==> src/include/gpbpt_map.svh <==
/*
  register addresses, field positions, reset values and pad slots for the
  pin buffer and pass-through block.
  assumes: included by bare name from the package and the design files.
*/
`ifndef GPBPT_MAP_SVH
`define GPBPT_MAP_SVH

// register addresses
`define GPBPT_SFR_DATA_ADDR 8'h80
`define GPBPT_PTSEL_ADDR    16'h7f85
`define GPBPT_HBUF_ADDR     16'h7faa
`define GPBPT_SBUF_ADDR     16'h7fac
`define GPBPT_SFR_DIR_ADDR  16'h7fad

// reset values and field layout
`define GPBPT_RST_NIB       4'h0
`define GPBPT_RST_PAIR      2'h0
`define GPBPT_RSVD_HI4      4'h0
`define GPBPT_RSVD_HI6      6'h00
`define GPBPT_RD_IDLE       8'h00
`define GPBPT_BIT_UNMAPPED  1'b0
`define GPBPT_GOZ_BIT       0
`define GPBPT_GIS_BIT       1

// pad slots inside the ten-pad driver
`define GPBPT_PAD_N         10
`define GPBPT_TGT_LO        0
`define GPBPT_GOZ_SLOT      4
`define GPBPT_GIS_SLOT      5
`define GPBPT_SFR_LO        6

`endif

==> src/include/gpbpt_pkg.sv <==
/*
  types and shared functions of the pin buffer and pass-through block.
  assumes: gpbpt_map.svh is on the include path.
*/
`default_nettype none
`include "gpbpt_map.svh"

package gpbpt_pkg;

  typedef logic [3:0] gpbpt_nib_t;

  // register selected by a memory-mapped address
  typedef enum logic [2:0] {
    GPBPT_SEL_NONE    = 3'b000,
    GPBPT_SEL_PTSEL   = 3'b001,
    GPBPT_SEL_HBUF    = 3'b010,
    GPBPT_SEL_SBUF    = 3'b011,
    GPBPT_SEL_SFR_DIR = 3'b100
  } gpbpt_sel_t;

  // decode of the memory-mapped address, shared by reads and writes
  function automatic gpbpt_sel_t gpbpt_decode(input logic [15:0] addr);
    gpbpt_sel_t s;
    s = GPBPT_SEL_NONE;
    if (addr == `GPBPT_PTSEL_ADDR) s = GPBPT_SEL_PTSEL;
    if (addr == `GPBPT_HBUF_ADDR) s = GPBPT_SEL_HBUF;
    if (addr == `GPBPT_SBUF_ADDR) s = GPBPT_SEL_SBUF;
    if (addr == `GPBPT_SFR_DIR_ADDR) s = GPBPT_SEL_SFR_DIR;
    return s;
  endfunction : gpbpt_decode

  // pad drive: returns {oe, out}; open-drain only ever pulls low
  function automatic logic [1:0] gpbpt_drive(input logic od,
                                             input logic en,
                                             input logic val);
    logic [1:0] r;
    r = od ? {en & ~val, 1'b0} : {en, val};
    return r;
  endfunction : gpbpt_drive

endpackage : gpbpt_pkg

`default_nettype wire

==> src/include/gpbpt_pad_if.sv <==
/*
  carrier between the register logic and the pad driver.
  assumes: one clock domain; the pad side only reads these signals.
*/
`default_nettype none
`include "gpbpt_map.svh"

interface gpbpt_pad_if;
  logic [`GPBPT_PAD_N-1:0] drv_en;      // wants to drive the pad
  logic [`GPBPT_PAD_N-1:0] drv_val;     // level to present
  logic [`GPBPT_PAD_N-1:0] open_drain;  // 1 = open-drain buffer

  modport ctl (output drv_en, output drv_val, output open_drain);
  modport pad (input drv_en, input drv_val, input open_drain);
endinterface : gpbpt_pad_if

`default_nettype wire

==> src/rtl/gpbpt_pad.sv <==
/*
  registered pad driver for the ten driven pins of the block.
  assumes: controls arrive on gpbpt_pad_if from the register logic; the
  board resolves the wire from out and oe and provides pull-ups.
*/
`default_nettype none
`include "gpbpt_map.svh"

module gpbpt_pad
  import gpbpt_pkg::*;
(
  input  wire logic                    clk,     // system clock
  input  wire logic                    resetn,  // sync reset, active low
  input  wire logic                    ce,      // clock enable
  gpbpt_pad_if.pad                     ctl,     // drive controls
  output var  logic [`GPBPT_PAD_N-1:0] pin_out, // pad output level
  output var  logic [`GPBPT_PAD_N-1:0] pin_oe   // pad output enable
);

  logic [`GPBPT_PAD_N-1:0] out_next;
  logic [`GPBPT_PAD_N-1:0] oe_next;

  // buffer type applied per pad; registering keeps the pins glitch free
  always_comb begin
    out_next = '0;
    oe_next  = '0;
    for (int i = 0; i < `GPBPT_PAD_N; i++) begin
      {oe_next[i], out_next[i]} = gpbpt_drive(ctl.open_drain[i],
                                              ctl.drv_en[i],
                                              ctl.drv_val[i]);
    end
  end

  // all pads released while in reset
  always_ff @(posedge clk) begin
    if (!resetn) begin
      pin_out <= '0;
      pin_oe  <= '0;
    end else if (ce) begin
      pin_out <= out_next;
      pin_oe  <= oe_next;
    end
  end

endmodule : gpbpt_pad

`default_nettype wire

==> src/rtl/gpbpt_top.sv <==
/*
  pin buffer-type, bit-addressable pin port and pass-through logic.
  assumes: the controller drives the memory-mapped, byte-wide special
  register and bit ports synchronously to clk; the ordinary group-h
  output and direction values come from the general pin logic outside.
*/
`default_nettype none
`include "gpbpt_map.svh"

// Function
// - a group-h pad is open-drain when its buffer bit is one, else push-pull.
// - group-h buffer register holds four bits, upper bits read zero, reset 0.
// - standalone buffer register: bit 0 output pin, bit 1 io pin seven.
// - the pin data register is bit addressable at base plus bit index.
// - pin data register has four read/write bits, upper zero, reset 0.
// - pin direction register, one means output, resets to all inputs.
// - four pass-through ports pair source pin k with target pin k.
// - with a select bit at zero both pins of the pair act normally.
// - with a select bit at one the target pin shows the source level.
// - in pass-through the target is always an output.
// - in normal mode the target direction follows its direction bit.
// - select register is written by the controller only, reset 0.
// - source pin levels are offered to interrupt and wake logic.
module gpbpt_top
  import gpbpt_pkg::*;
(
  input  wire logic        clk,            // system clock, 50 mhz
  input  wire logic        resetn,         // sync reset, active low
  input  wire logic        ce,             // clock enable, freezes all
  input  wire logic [15:0] mmcr_addr,      // memory-mapped address
  input  wire logic        mmcr_wr,        // memory-mapped write strobe
  input  wire logic        mmcr_rd,        // memory-mapped read strobe
  input  wire logic [7:0]  mmcr_wdata,     // memory-mapped write data
  output var  logic [7:0]  mmcr_rdata,     // memory-mapped read data
  input  wire logic [7:0]  sfr_addr,       // special register address
  input  wire logic        sfr_wr,         // special register write
  input  wire logic        sfr_rd,         // special register read
  input  wire logic [7:0]  sfr_wdata,      // special register wdata
  output var  logic [7:0]  sfr_rdata,      // special register rdata
  input  wire logic [7:0]  bit_addr,       // bit address
  input  wire logic        bit_wr,         // set or clear one bit
  input  wire logic        bit_val,        // 1 = set, 0 = clear
  input  wire logic        bit_rd,         // read one bit
  output var  logic        bit_rdata,      // bit read result
  input  wire logic [3:0]  gpio_h_out,     // normal target out values
  input  wire logic [3:0]  gpio_h_dir,     // normal target directions
  input  wire logic [3:0]  src_pin_in,     // source pin levels
  output var  logic [3:0]  src_level,      // source levels to irq logic
  output var  logic [3:0]  src_change,     // source level change pulse
  output var  logic [3:0]  tgt_pin_out,    // target pin output level
  output var  logic [3:0]  tgt_pin_oe,     // target pin output enable
  input  wire logic        goz_val,        // general output zero value
  output var  logic        goz_pin_out,    // general output zero level
  output var  logic        goz_pin_oe,     // general output zero enable
  input  wire logic        gis_val,        // general io seven value
  input  wire logic        gis_dir,        // general io seven, 1 = out
  output var  logic        gis_pin_out,    // general io seven level
  output var  logic        gis_pin_oe,     // general io seven enable
  input  wire logic [3:0]  sfr_pin_in,     // bit port pin levels
  output var  logic [3:0]  sfr_pin_out,    // bit port output level
  output var  logic [3:0]  sfr_pin_oe      // bit port output enable
);

  // register state
  gpbpt_nib_t pass_through_select_reg;
  gpbpt_nib_t pass_through_select_next;
  gpbpt_nib_t hbuf_reg;
  gpbpt_nib_t hbuf_next;
  logic [1:0] sbuf_reg;
  logic [1:0] sbuf_next;
  gpbpt_nib_t sfr_data_reg;
  gpbpt_nib_t sfr_data_next;
  gpbpt_nib_t sfr_dir_reg;
  gpbpt_nib_t sfr_dir_next;
  logic [3:0] src_level_reg;

  // decoded accesses
  gpbpt_sel_t mm_sel;
  logic       mm_we;
  logic       sfr_hit;
  logic       bit_hit;
  logic [1:0] bit_idx;
  logic [3:0] bit_mask;
  gpbpt_nib_t sfr_view;
  logic [7:0] mm_rd_val;
  logic [3:0] pt_en;
  logic [3:0] wdata_lo;

  gpbpt_pad_if pad_bus ();
  logic [`GPBPT_PAD_N-1:0] pin_out;
  logic [`GPBPT_PAD_N-1:0] pin_oe;

  // address decode; the bit window covers the data register's four bits
  assign mm_sel   = gpbpt_decode(mmcr_addr);
  assign mm_we    = ce & mmcr_wr;
  assign sfr_hit  = (sfr_addr == `GPBPT_SFR_DATA_ADDR);
  assign bit_hit  = (bit_addr[7:2] == 6'(`GPBPT_SFR_DATA_ADDR >> 2));
  assign bit_idx  = bit_addr[1:0];
  assign bit_mask = 4'h1 << bit_idx;
  assign wdata_lo = mmcr_wdata[3:0];

  // select register: only the controller bus reaches it
  assign pass_through_select_next =
    (mm_we && mm_sel == GPBPT_SEL_PTSEL) ? mmcr_wdata[3:0]
                                         : pass_through_select_reg;

  // buffer type and direction registers keep only their documented bits
  assign hbuf_next = (mm_we && mm_sel == GPBPT_SEL_HBUF)
                     ? mmcr_wdata[3:0] : hbuf_reg;
  assign sbuf_next = (mm_we && mm_sel == GPBPT_SEL_SBUF)
                     ? mmcr_wdata[1:0] : sbuf_reg;
  assign sfr_dir_next = (mm_we && mm_sel == GPBPT_SEL_SFR_DIR)
                        ? mmcr_wdata[3:0] : sfr_dir_reg;

  // bit port data: byte write first, a bit write in the same cycle wins
  // since it is the later, narrower intent; bits 4..7 are not stored
  always_comb begin
    sfr_data_next = sfr_data_reg;
    if (ce && sfr_wr && sfr_hit) begin
      sfr_data_next = sfr_wdata[3:0];
    end
    if (ce && bit_wr && bit_hit && !bit_addr[2]) begin
      sfr_data_next = bit_val ? (sfr_data_next | bit_mask)
                              : (sfr_data_next & ~bit_mask);
    end
  end

  // register update; every control bit clears at reset
  always_ff @(posedge clk) begin
    if (!resetn) begin
      pass_through_select_reg <= `GPBPT_RST_NIB;
      hbuf_reg     <= `GPBPT_RST_NIB;
      sbuf_reg     <= `GPBPT_RST_PAIR;
      sfr_data_reg <= `GPBPT_RST_NIB;
      sfr_dir_reg  <= `GPBPT_RST_NIB;
    end else begin
      pass_through_select_reg <= pass_through_select_next;
      hbuf_reg     <= hbuf_next;
      sbuf_reg     <= sbuf_next;
      sfr_data_reg <= sfr_data_next;
      sfr_dir_reg  <= sfr_dir_next;
    end
  end

  // inputs read back their live level, outputs their stored bit
  assign sfr_view = (sfr_dir_reg & sfr_data_reg)
                  | (~sfr_dir_reg & sfr_pin_in);

  // memory-mapped read mux; unmapped addresses read zero
  assign mm_rd_val =
    (mm_sel == GPBPT_SEL_PTSEL)   ? {`GPBPT_RSVD_HI4,
                                     pass_through_select_reg} :
    (mm_sel == GPBPT_SEL_HBUF)    ? {`GPBPT_RSVD_HI4, hbuf_reg} :
    (mm_sel == GPBPT_SEL_SBUF)    ? {`GPBPT_RSVD_HI6, sbuf_reg} :
    (mm_sel == GPBPT_SEL_SFR_DIR) ? {`GPBPT_RSVD_HI4, sfr_dir_reg}
                                  : `GPBPT_RD_IDLE;

  // read data are registered and hold until the next read
  always_ff @(posedge clk) begin
    if (!resetn) begin
      mmcr_rdata <= `GPBPT_RD_IDLE;
      sfr_rdata  <= `GPBPT_RD_IDLE;
      bit_rdata  <= `GPBPT_BIT_UNMAPPED;
    end else if (ce) begin
      if (mmcr_rd) mmcr_rdata <= mm_rd_val;
      if (sfr_rd) sfr_rdata <= sfr_hit ? {`GPBPT_RSVD_HI4, sfr_view}
                                       : `GPBPT_RD_IDLE;
      if (bit_rd) bit_rdata <= (bit_hit && !bit_addr[2])
                               ? sfr_view[bit_idx]
                               : `GPBPT_BIT_UNMAPPED;
    end
  end

  // source levels for the interrupt and wake logic, with a change pulse
  always_ff @(posedge clk) begin
    if (!resetn) begin
      src_level_reg <= `GPBPT_RST_NIB;
      src_change    <= `GPBPT_RST_NIB;
    end else if (ce) begin
      src_level_reg <= src_pin_in;
      src_change    <= src_pin_in ^ src_level_reg;
    end
  end
  assign src_level = src_level_reg;

  // pass-through mux: pair k is source k onto target k
  assign pt_en = pass_through_select_reg;

  // target pads: pass-through overrides the normal output path
  assign pad_bus.drv_val[3:0] = (pt_en & src_pin_in)
                              | (~pt_en & gpio_h_out);
  assign pad_bus.drv_en[3:0]  = pt_en | gpio_h_dir;
  assign pad_bus.open_drain[3:0] = hbuf_reg;

  // standalone pads; the general output zero pin always has drv_en set
  assign pad_bus.drv_val[`GPBPT_GOZ_SLOT]    = goz_val;
  assign pad_bus.drv_en[`GPBPT_GOZ_SLOT]     = 1'b1;
  assign pad_bus.open_drain[`GPBPT_GOZ_SLOT] =
    sbuf_reg[`GPBPT_GOZ_BIT];
  assign pad_bus.drv_val[`GPBPT_GIS_SLOT]    = gis_val;
  assign pad_bus.drv_en[`GPBPT_GIS_SLOT]     = gis_dir;
  assign pad_bus.open_drain[`GPBPT_GIS_SLOT] =
    sbuf_reg[`GPBPT_GIS_BIT];

  // bit port pads are push-pull, steered by the direction register
  assign pad_bus.drv_val[9:6]    = sfr_data_reg;
  assign pad_bus.drv_en[9:6]     = sfr_dir_reg;
  assign pad_bus.open_drain[9:6] = 4'h0;

  gpbpt_pad u_pad (
    .clk     (clk),
    .resetn  (resetn),
    .ce      (ce),
    .ctl     (pad_bus.pad),
    .pin_out (pin_out),
    .pin_oe  (pin_oe)
  );

  // pad outputs are the driver's flip-flops
  assign tgt_pin_out = pin_out[3:0];
  assign tgt_pin_oe  = pin_oe[3:0];
  assign goz_pin_out = pin_out[`GPBPT_GOZ_SLOT];
  assign goz_pin_oe  = pin_oe[`GPBPT_GOZ_SLOT];
  assign gis_pin_out = pin_out[`GPBPT_GIS_SLOT];
  assign gis_pin_oe  = pin_oe[`GPBPT_GIS_SLOT];
  assign sfr_pin_out = pin_out[9:6];
  assign sfr_pin_oe  = pin_oe[9:6];
endmodule : gpbpt_top

`default_nettype wire

==> config.mk <==
export PLATFORM = sky130hd
export DESIGN_NAME = gpbpt_top
export DESIGN_NICKNAME = d
export VERILOG_FILES = /design/src/include/gpbpt_pkg.sv /design/src/include/gpbpt_pad_if.sv /design/src/rtl/gpbpt_pad.sv /design/src/rtl/gpbpt_top.sv
export VERILOG_INCLUDE_DIRS = /design/src /design/src/include
export SDC_FILE = /design/constraint.sdc
export NUM_CORES = 1
export LEC_CHECK = 0
export BUFFER_PORTS_ARGS = -buffer_cell sky130_fd_sc_hd__buf_4
export CORE_UTILIZATION = 40
export DETAILED_ROUTE_END_ITERATION = 7
export GPL_ROUTABILITY_DRIVEN = 0
export GPL_TIMING_DRIVEN = 0
export PLACE_DENSITY_LB_ADDON = 0.05
export SLEW_MARGIN = 40
export SYNTH_ARGS = -nofsm -noshare
export SYNTH_HDL_FRONTEND = slang
export SYNTH_SLANG_ARGS = --single-unit
==> constraint.sdc <==
create_clock -name clk -period 4.25 [get_ports clk]
set_input_delay 0.2125 -clock clk [delete_from_list [all_inputs] [get_ports clk]]
set_output_delay 0.2125 -clock clk [all_outputs]
set_load 0.01 [all_outputs]
### Word-level counts from Yosys, hierarchy flattened

Index checks and enable logic that the tools add are counted.

| word-level totals | value |
|---|---|
| memory bits (writable) | 0 |
| memories | 0 |
| output and inout bits | 45 |
| word-level logic and storage cells | 84 |
| bits in read-only memories | 0 |
| input port bits | 77 |
| bits in latches | 0 |
| register bits | 63 |

| cells by class | value |
|---|---|
| mux-type cells | 21 |
| add/sub/neg operators | 0 |
| equality and inequality tests | 10 |
| $lt $le $gt $ge | 1 |
| shifts and indexed selects | 1 |
| bitwise logic cells | 25 |
| divide/modulo/power cells | 0 |
| multiply operators | 0 |
| reduce and logical (&&, ||, !) cells | 14 |

Operators with widths:

| operator | count |
|---|---|
| 16-bit by 15-bit equality test with 1-bit output, second input constant | 4 |
| 4-bit 2-to-1 mux | 8 |
| 4-bit bitwise AND | 5 |
| 4-bit bitwise OR | 4 |
| 2-bit 2-to-1 mux | 6 |
| 4-bit NOT | 3 |
| 1-bit logical AND | 10 |
| 3-bit 2-to-1 mux | 3 |
| 8-bit equality test, second input constant | 1 |
| 1-bit bitwise AND | 6 |
| 3-bit by 2-bit equality test with 1-bit output, second input constant | 2 |
| 6-bit equality test, second input constant | 1 |
| 1-bit NOT | 6 |
| 2-bit AND reduction | 3 |
| 1-bit by 2-bit left shift with 4-bit output, first input constant | 1 |
| 4-bit XOR | 1 |
| 3-bit by 1-bit equality test with 1-bit output, second input constant | 1 |
| 3-bit equality test, second input constant | 1 |
| 2-bit by 3-bit less-than comparator with 1-bit output, second input constant | 1 |
| 1-bit 2-to-1 mux | 3 |
| 1-bit binary-select mux with 2-bit select | 1 |
| 1-bit zero test | 1 |

### Logic depth before layout (Yosys ltp)

| depth | value |
|---|---|
| depth in word-level cells | 10 |
| mapped depth | 5 |
| mapped depth without buffers | 4 |

### Cells and area by module

A second synthesis with hierarchy kept.

| second synthesis, totals | value |
|---|---|
| cell total of the unflattened synthesis | 323 |
| area total of the unflattened synthesis | 2750.1 um2 |

Modules (own cells, without submodules):

| module | area each (um2) | times used | cells each | sequential area each (um2) |
|---|---|---|---|---|
| gpbpt_top | 1895.6 | 1 | 217 | 700.7 |
| gpbpt_pad | 854.6 | 1 | 106 | 400.4 |

### Least setup slack after synthesis

Ideal clock, no wire load.

| timing path | value |
|---|---|
| path type | reg-to-reg |
| start point | reg sfr_dir_reg[1] |
| end point | reg bit_rdata |
| cell stages (with the launch flop) | 4 |
| arrival | 1.348 ns |
| clock period less this slack | 1.464 ns |
| path buffers | 0 |
| path slack | 2.786 ns |
| required time | 4.134 ns |
| library setup time | 0.116 ns |
| cells stage by stage | dfxtp_1 -> mux2_2 -> mux4_2 -> a41o_1 |

| on the way | value |
|---|---|
| word-level cells in the longest chain between the ends | 6 |
| elaborated cells between the ends (all ways) | 7 |
| those cells by class | mux: 3; bitwise: 4 |

Ends and longest elaborated chain:

| what | RTL line | text |
|---|---|---|
| start: declaration | gpbpt_top.sv:73 | `gpbpt_nib_t sfr_dir_reg;` |
| start signal: assignment | gpbpt_top.sv:135 | `` sfr_dir_reg <= `GPBPT_RST_NIB; `` |
| start signal: assignment | gpbpt_top.sv:141 | `sfr_dir_reg <= sfr_dir_next;` |
| 4-bit NOT | gpbpt_top.sv:147 | `\| (~sfr_dir_reg & sfr_pin_in);` |
| 4-bit bitwise AND | gpbpt_top.sv:147 |  |
| 4-bit bitwise OR * | gpbpt_top.sv:147 |  |
| 1-bit binary-select mux with 2-bit select * | gpbpt_top.sv:169 | `? sfr_view[bit_idx]` |
| 1-bit 2-to-1 mux (implied by the code) * | gpbpt_top.sv:169 |  |
| 1-bit 2-to-1 mux (no source line) * | - |  |
| end signal: assignment | gpbpt_top.sv:163 | `` bit_rdata <= `GPBPT_BIT_UNMAPPED; `` |
| end signal: assignment | gpbpt_top.sv:168 | `if (bit_rd) bit_rdata <= (bit_hit && !bit_addr[2])` |
| end: declaration | gpbpt_top.sv:44 | `output var logic bit_rdata,` |

Every way passes the cells marked *; elsewhere a longest branch is shown, timed or not. The select of a mux whose other input is x is not followed.
A chain may end at the register's enable or synchronous reset.

### Worst setup path in the final report

Ends and elaborated chain as after synthesis.

==> results.py <==
metrics = {
    "status": {
        "status": "completed",
    },
    "synth": {
        "synth_top_area_cell": "dfxtp_1",
        "syn_inst": 296,
        "async_reset_ff_frac": 0,
        "synth_cell_types": 49,
        "synth-edff-count": 0,
        "ys_ff_latch": 55,
        "yosysWarningCount": 0,
        "netlist_area_mm2": 0.00268,
        "avgSynthCellArea_um2": 9.04,
        "ys.flop_type": "dfxtp_1",
        "netlist_top_cells_area": "dfxtp_1, mux2i_1, a21oi_1",
        "ys_seq_area_frac": 0.411,
        "synth_top_area_share": 0.411,
    },
    "timing": {
        "setup_violations": 0,
        "fin_worst_skew_ps": 5.72,
        "tightest_slew_ps": 611,
        "hold_violations": 0,
        "post-route-period-util": 0.378,
        "slew_violations": 0,
        "tns_ps": 0,
        "timing.fmax_ghz": 0.623,
        "min_period_ps": 1610,
        "slew_headroom": 0.593,
        "fin_ws_ps": 2640,
        "rsz0062_at_grt": "no",
    },
    "clock_tree": {
        "cts_root_buf": "clkbuf_8",
        "ctsResizeCount": 0,
        "clock_path_buffers": 2,
        "hold_buffers": 0,
        "htreeDepth": 2,
        "cts_tree": "built",
        "clock_sinks": 55,
        "post_cts_buffers": 0,
        "cts_buffers": 5,
        "clkTransAtPathRegs_ps": 100,
        "insertion_delay_ps": 310,
    },
    "global_routing": {
        "grt_pass1_vias": 2467,
        "grt_pass1_wl_um": 12100,
        "track_usage": 0.220,
        "overflow": 0,
        "grt_max_degree": 17,
        "antenna_found_initial": 0,
    },
    "detailed_routing": {
        "num_vias": 2625,
        "routed_via_density": 5.32,
        "remaining_drc_errors": 0,
        "wirelength_um": 7600,
        "drtIter0Drc": 162,
        "dr.pass1.iters": 4,
        "drtAntennaViolNets": 0,
        "wl_per_cell_um": 15.4,
    },
    "flow_run": {
        "cap_violations": 0,
    },
    "floorplan": {
        "start_util": 0.419,
        "rows": 29,
        "io_pins": 122,
        "die_w_um": 83.8,
        "die_y_um": 83.8,
        "fp.dieArea_mm2": 0.00702,
        "coreArea_mm2": 0.00639,
    },
    "critical_path": {
        "crit_buf_inv": 0,
        "critPathMaxFanout": 4,
        "cp_cell_sequence": "mux2_2 -> mux4_2 -> a41o_1",
        "critPathSlowestCell": "mux4_2",
        "critPathMaxStageDelay_ps": 470,
        "startpoint_type": "flop",
        "crit_arrival_ps": 1810,
        "end_kind": "flop",
        "path_class": "reg -> reg",
        "cp.required_ps": 4460,
        "path_delay_family": "multiplexers",
    },
    "hold_path": {
        "min_path_type": "in -> reg",
    },
    "place": {
        "postPlaceCellArea_mm2": 0.00359,
        "hpwlAfterDp_um": 5950,
        "pre_cts_ws_ps": 2420,
        "port-buffer-count": 105,
        "dpl.cell_count": 485,
    },
    "power_and_ir_drop": {
        "p_leak_nw": 1.57,
        "ir_drop_v": 0.000147,
        "power-per-cell-area_mw_per_mm2": 268,
    },
    "final_layout": {
        "design_area_mm2": 0.00367,
        "area_growth_pct": 37.2,
        "diodes": 0,
        "final_cells": 493,
        "drive_above_1_share": 0.341,
        "nNetsFinal": 492,
        "largest_registers": "u_pad.pin_oe: 10 flops, u_pad.pin_out: 10 flops",
    },
}
-- worst reg2reg max path, stage by stage, from the launching register on --
cell	delay (ps)
dfxtp_1	440
mux2_2	370
mux4_2	470
a41o_1	230
-- area by class of cell --
type	count	area [um^2]
inverter	5	18.8
buffer	23	119
clock buffer	5	68.8
clock inverter	3	15.0
multi-input combinational	220	1460
tap	77	96.3
timing repair buffer	105	788
sequential	55	1100
fill	629	2720
-- final timing paths --
kind	slack [ps]	startpoint	cells past startpoint	to
worst min-delay path	110	goz_val	2	u_pad.pin_oe[4]
worst max-delay path	2640	sfr_dir_reg[1]	3	bit_rdata
worst min register to register	470	u_pad.pin_out[0]	2	u_pad.pin_out[0]
worst max register to register	2640	sfr_dir_reg[1]	3	bit_rdata
-- report_power, final --
group | switching [W] | total [W] | leakage [nW] | internal, W
combinational | 0.0000774 | 0.000167 | 1.07 | 0.0000899
clock | 0.000168 | 0.000281 | 0.0477 | 0.000113
sequential | 0.00000784 | 0.000536 | 0.448 | 0.000528
total | 0.000253 | 0.000984 | 1.57 | 0.000731
-- logic make-up after synthesis --
group | share of synthesized area
AND/OR/NAND/NOR | 0.228
flip-flops | 0.411
AO/OA/AOI/OAI | 0.155
XOR/XNOR | 0.0131
other | 0.00140
buffers and inverters | 0.0514
multiplexers | 0.139
-- cell usage after synthesis (all sizes together) (3+ instances only) --
| cell type | instances |
|---|---|
| nand3 | 11 |
| mux2i | 26 |
| mux2 | 8 |
| a22oi | 3 |
| and2 | 3 |
| inv | 4 |
| a21oi | 24 |
| nor2 | 29 |
| clkbuf | 13 |
| nand3b | 4 |
| buf | 10 |
| nor3 | 3 |
| a211oi | 5 |
| xnor2 | 4 |
| dfxtp | 55 |
| nand2 | 18 |
| nand2b | 8 |
| or3 | 4 |
| o31ai | 4 |
| o41ai | 3 |
| o21ai | 11 |
| nand4 | 10 |
| nand4b | 3 |
-- routing by layer --
layer / global-route usage / routed length, um
met3: 0.0455 / 414
met5: 0 / 0
met4: 0.0632 / 80
met1: 0.302 / 3540
met2: 0.347 / 3560
-- through the flow --
step / hold slack [ps] / utilization / power (W)
2_1_floorplan: 324 / - / 0.000621
3_3_place_gp: 424 / 0.562 / 0.000713
5_1_grt: 114 / 0.575 / 0.00103
4_1_cts: 98.6 / 0.575 / 0.000992
3_5_place_dp: 429 / 0.562 / 0.000715
6_report: 108 / 0.575 / 0.000984
-- cells in the final DEF (no fill, tap or decap), drive strengths merged, types with 5 or more instances in the layout --
cell type    n
buf        115
dfxtp       55
nor2        29
mux2i       26
a21oi       24
nand2       18
clkbuf      18
nand3       11
o21ai       11
nand4       10
mux2         8
nand2b       8
conb         8
a211oi       5
(Power assumes the default switching activity.)
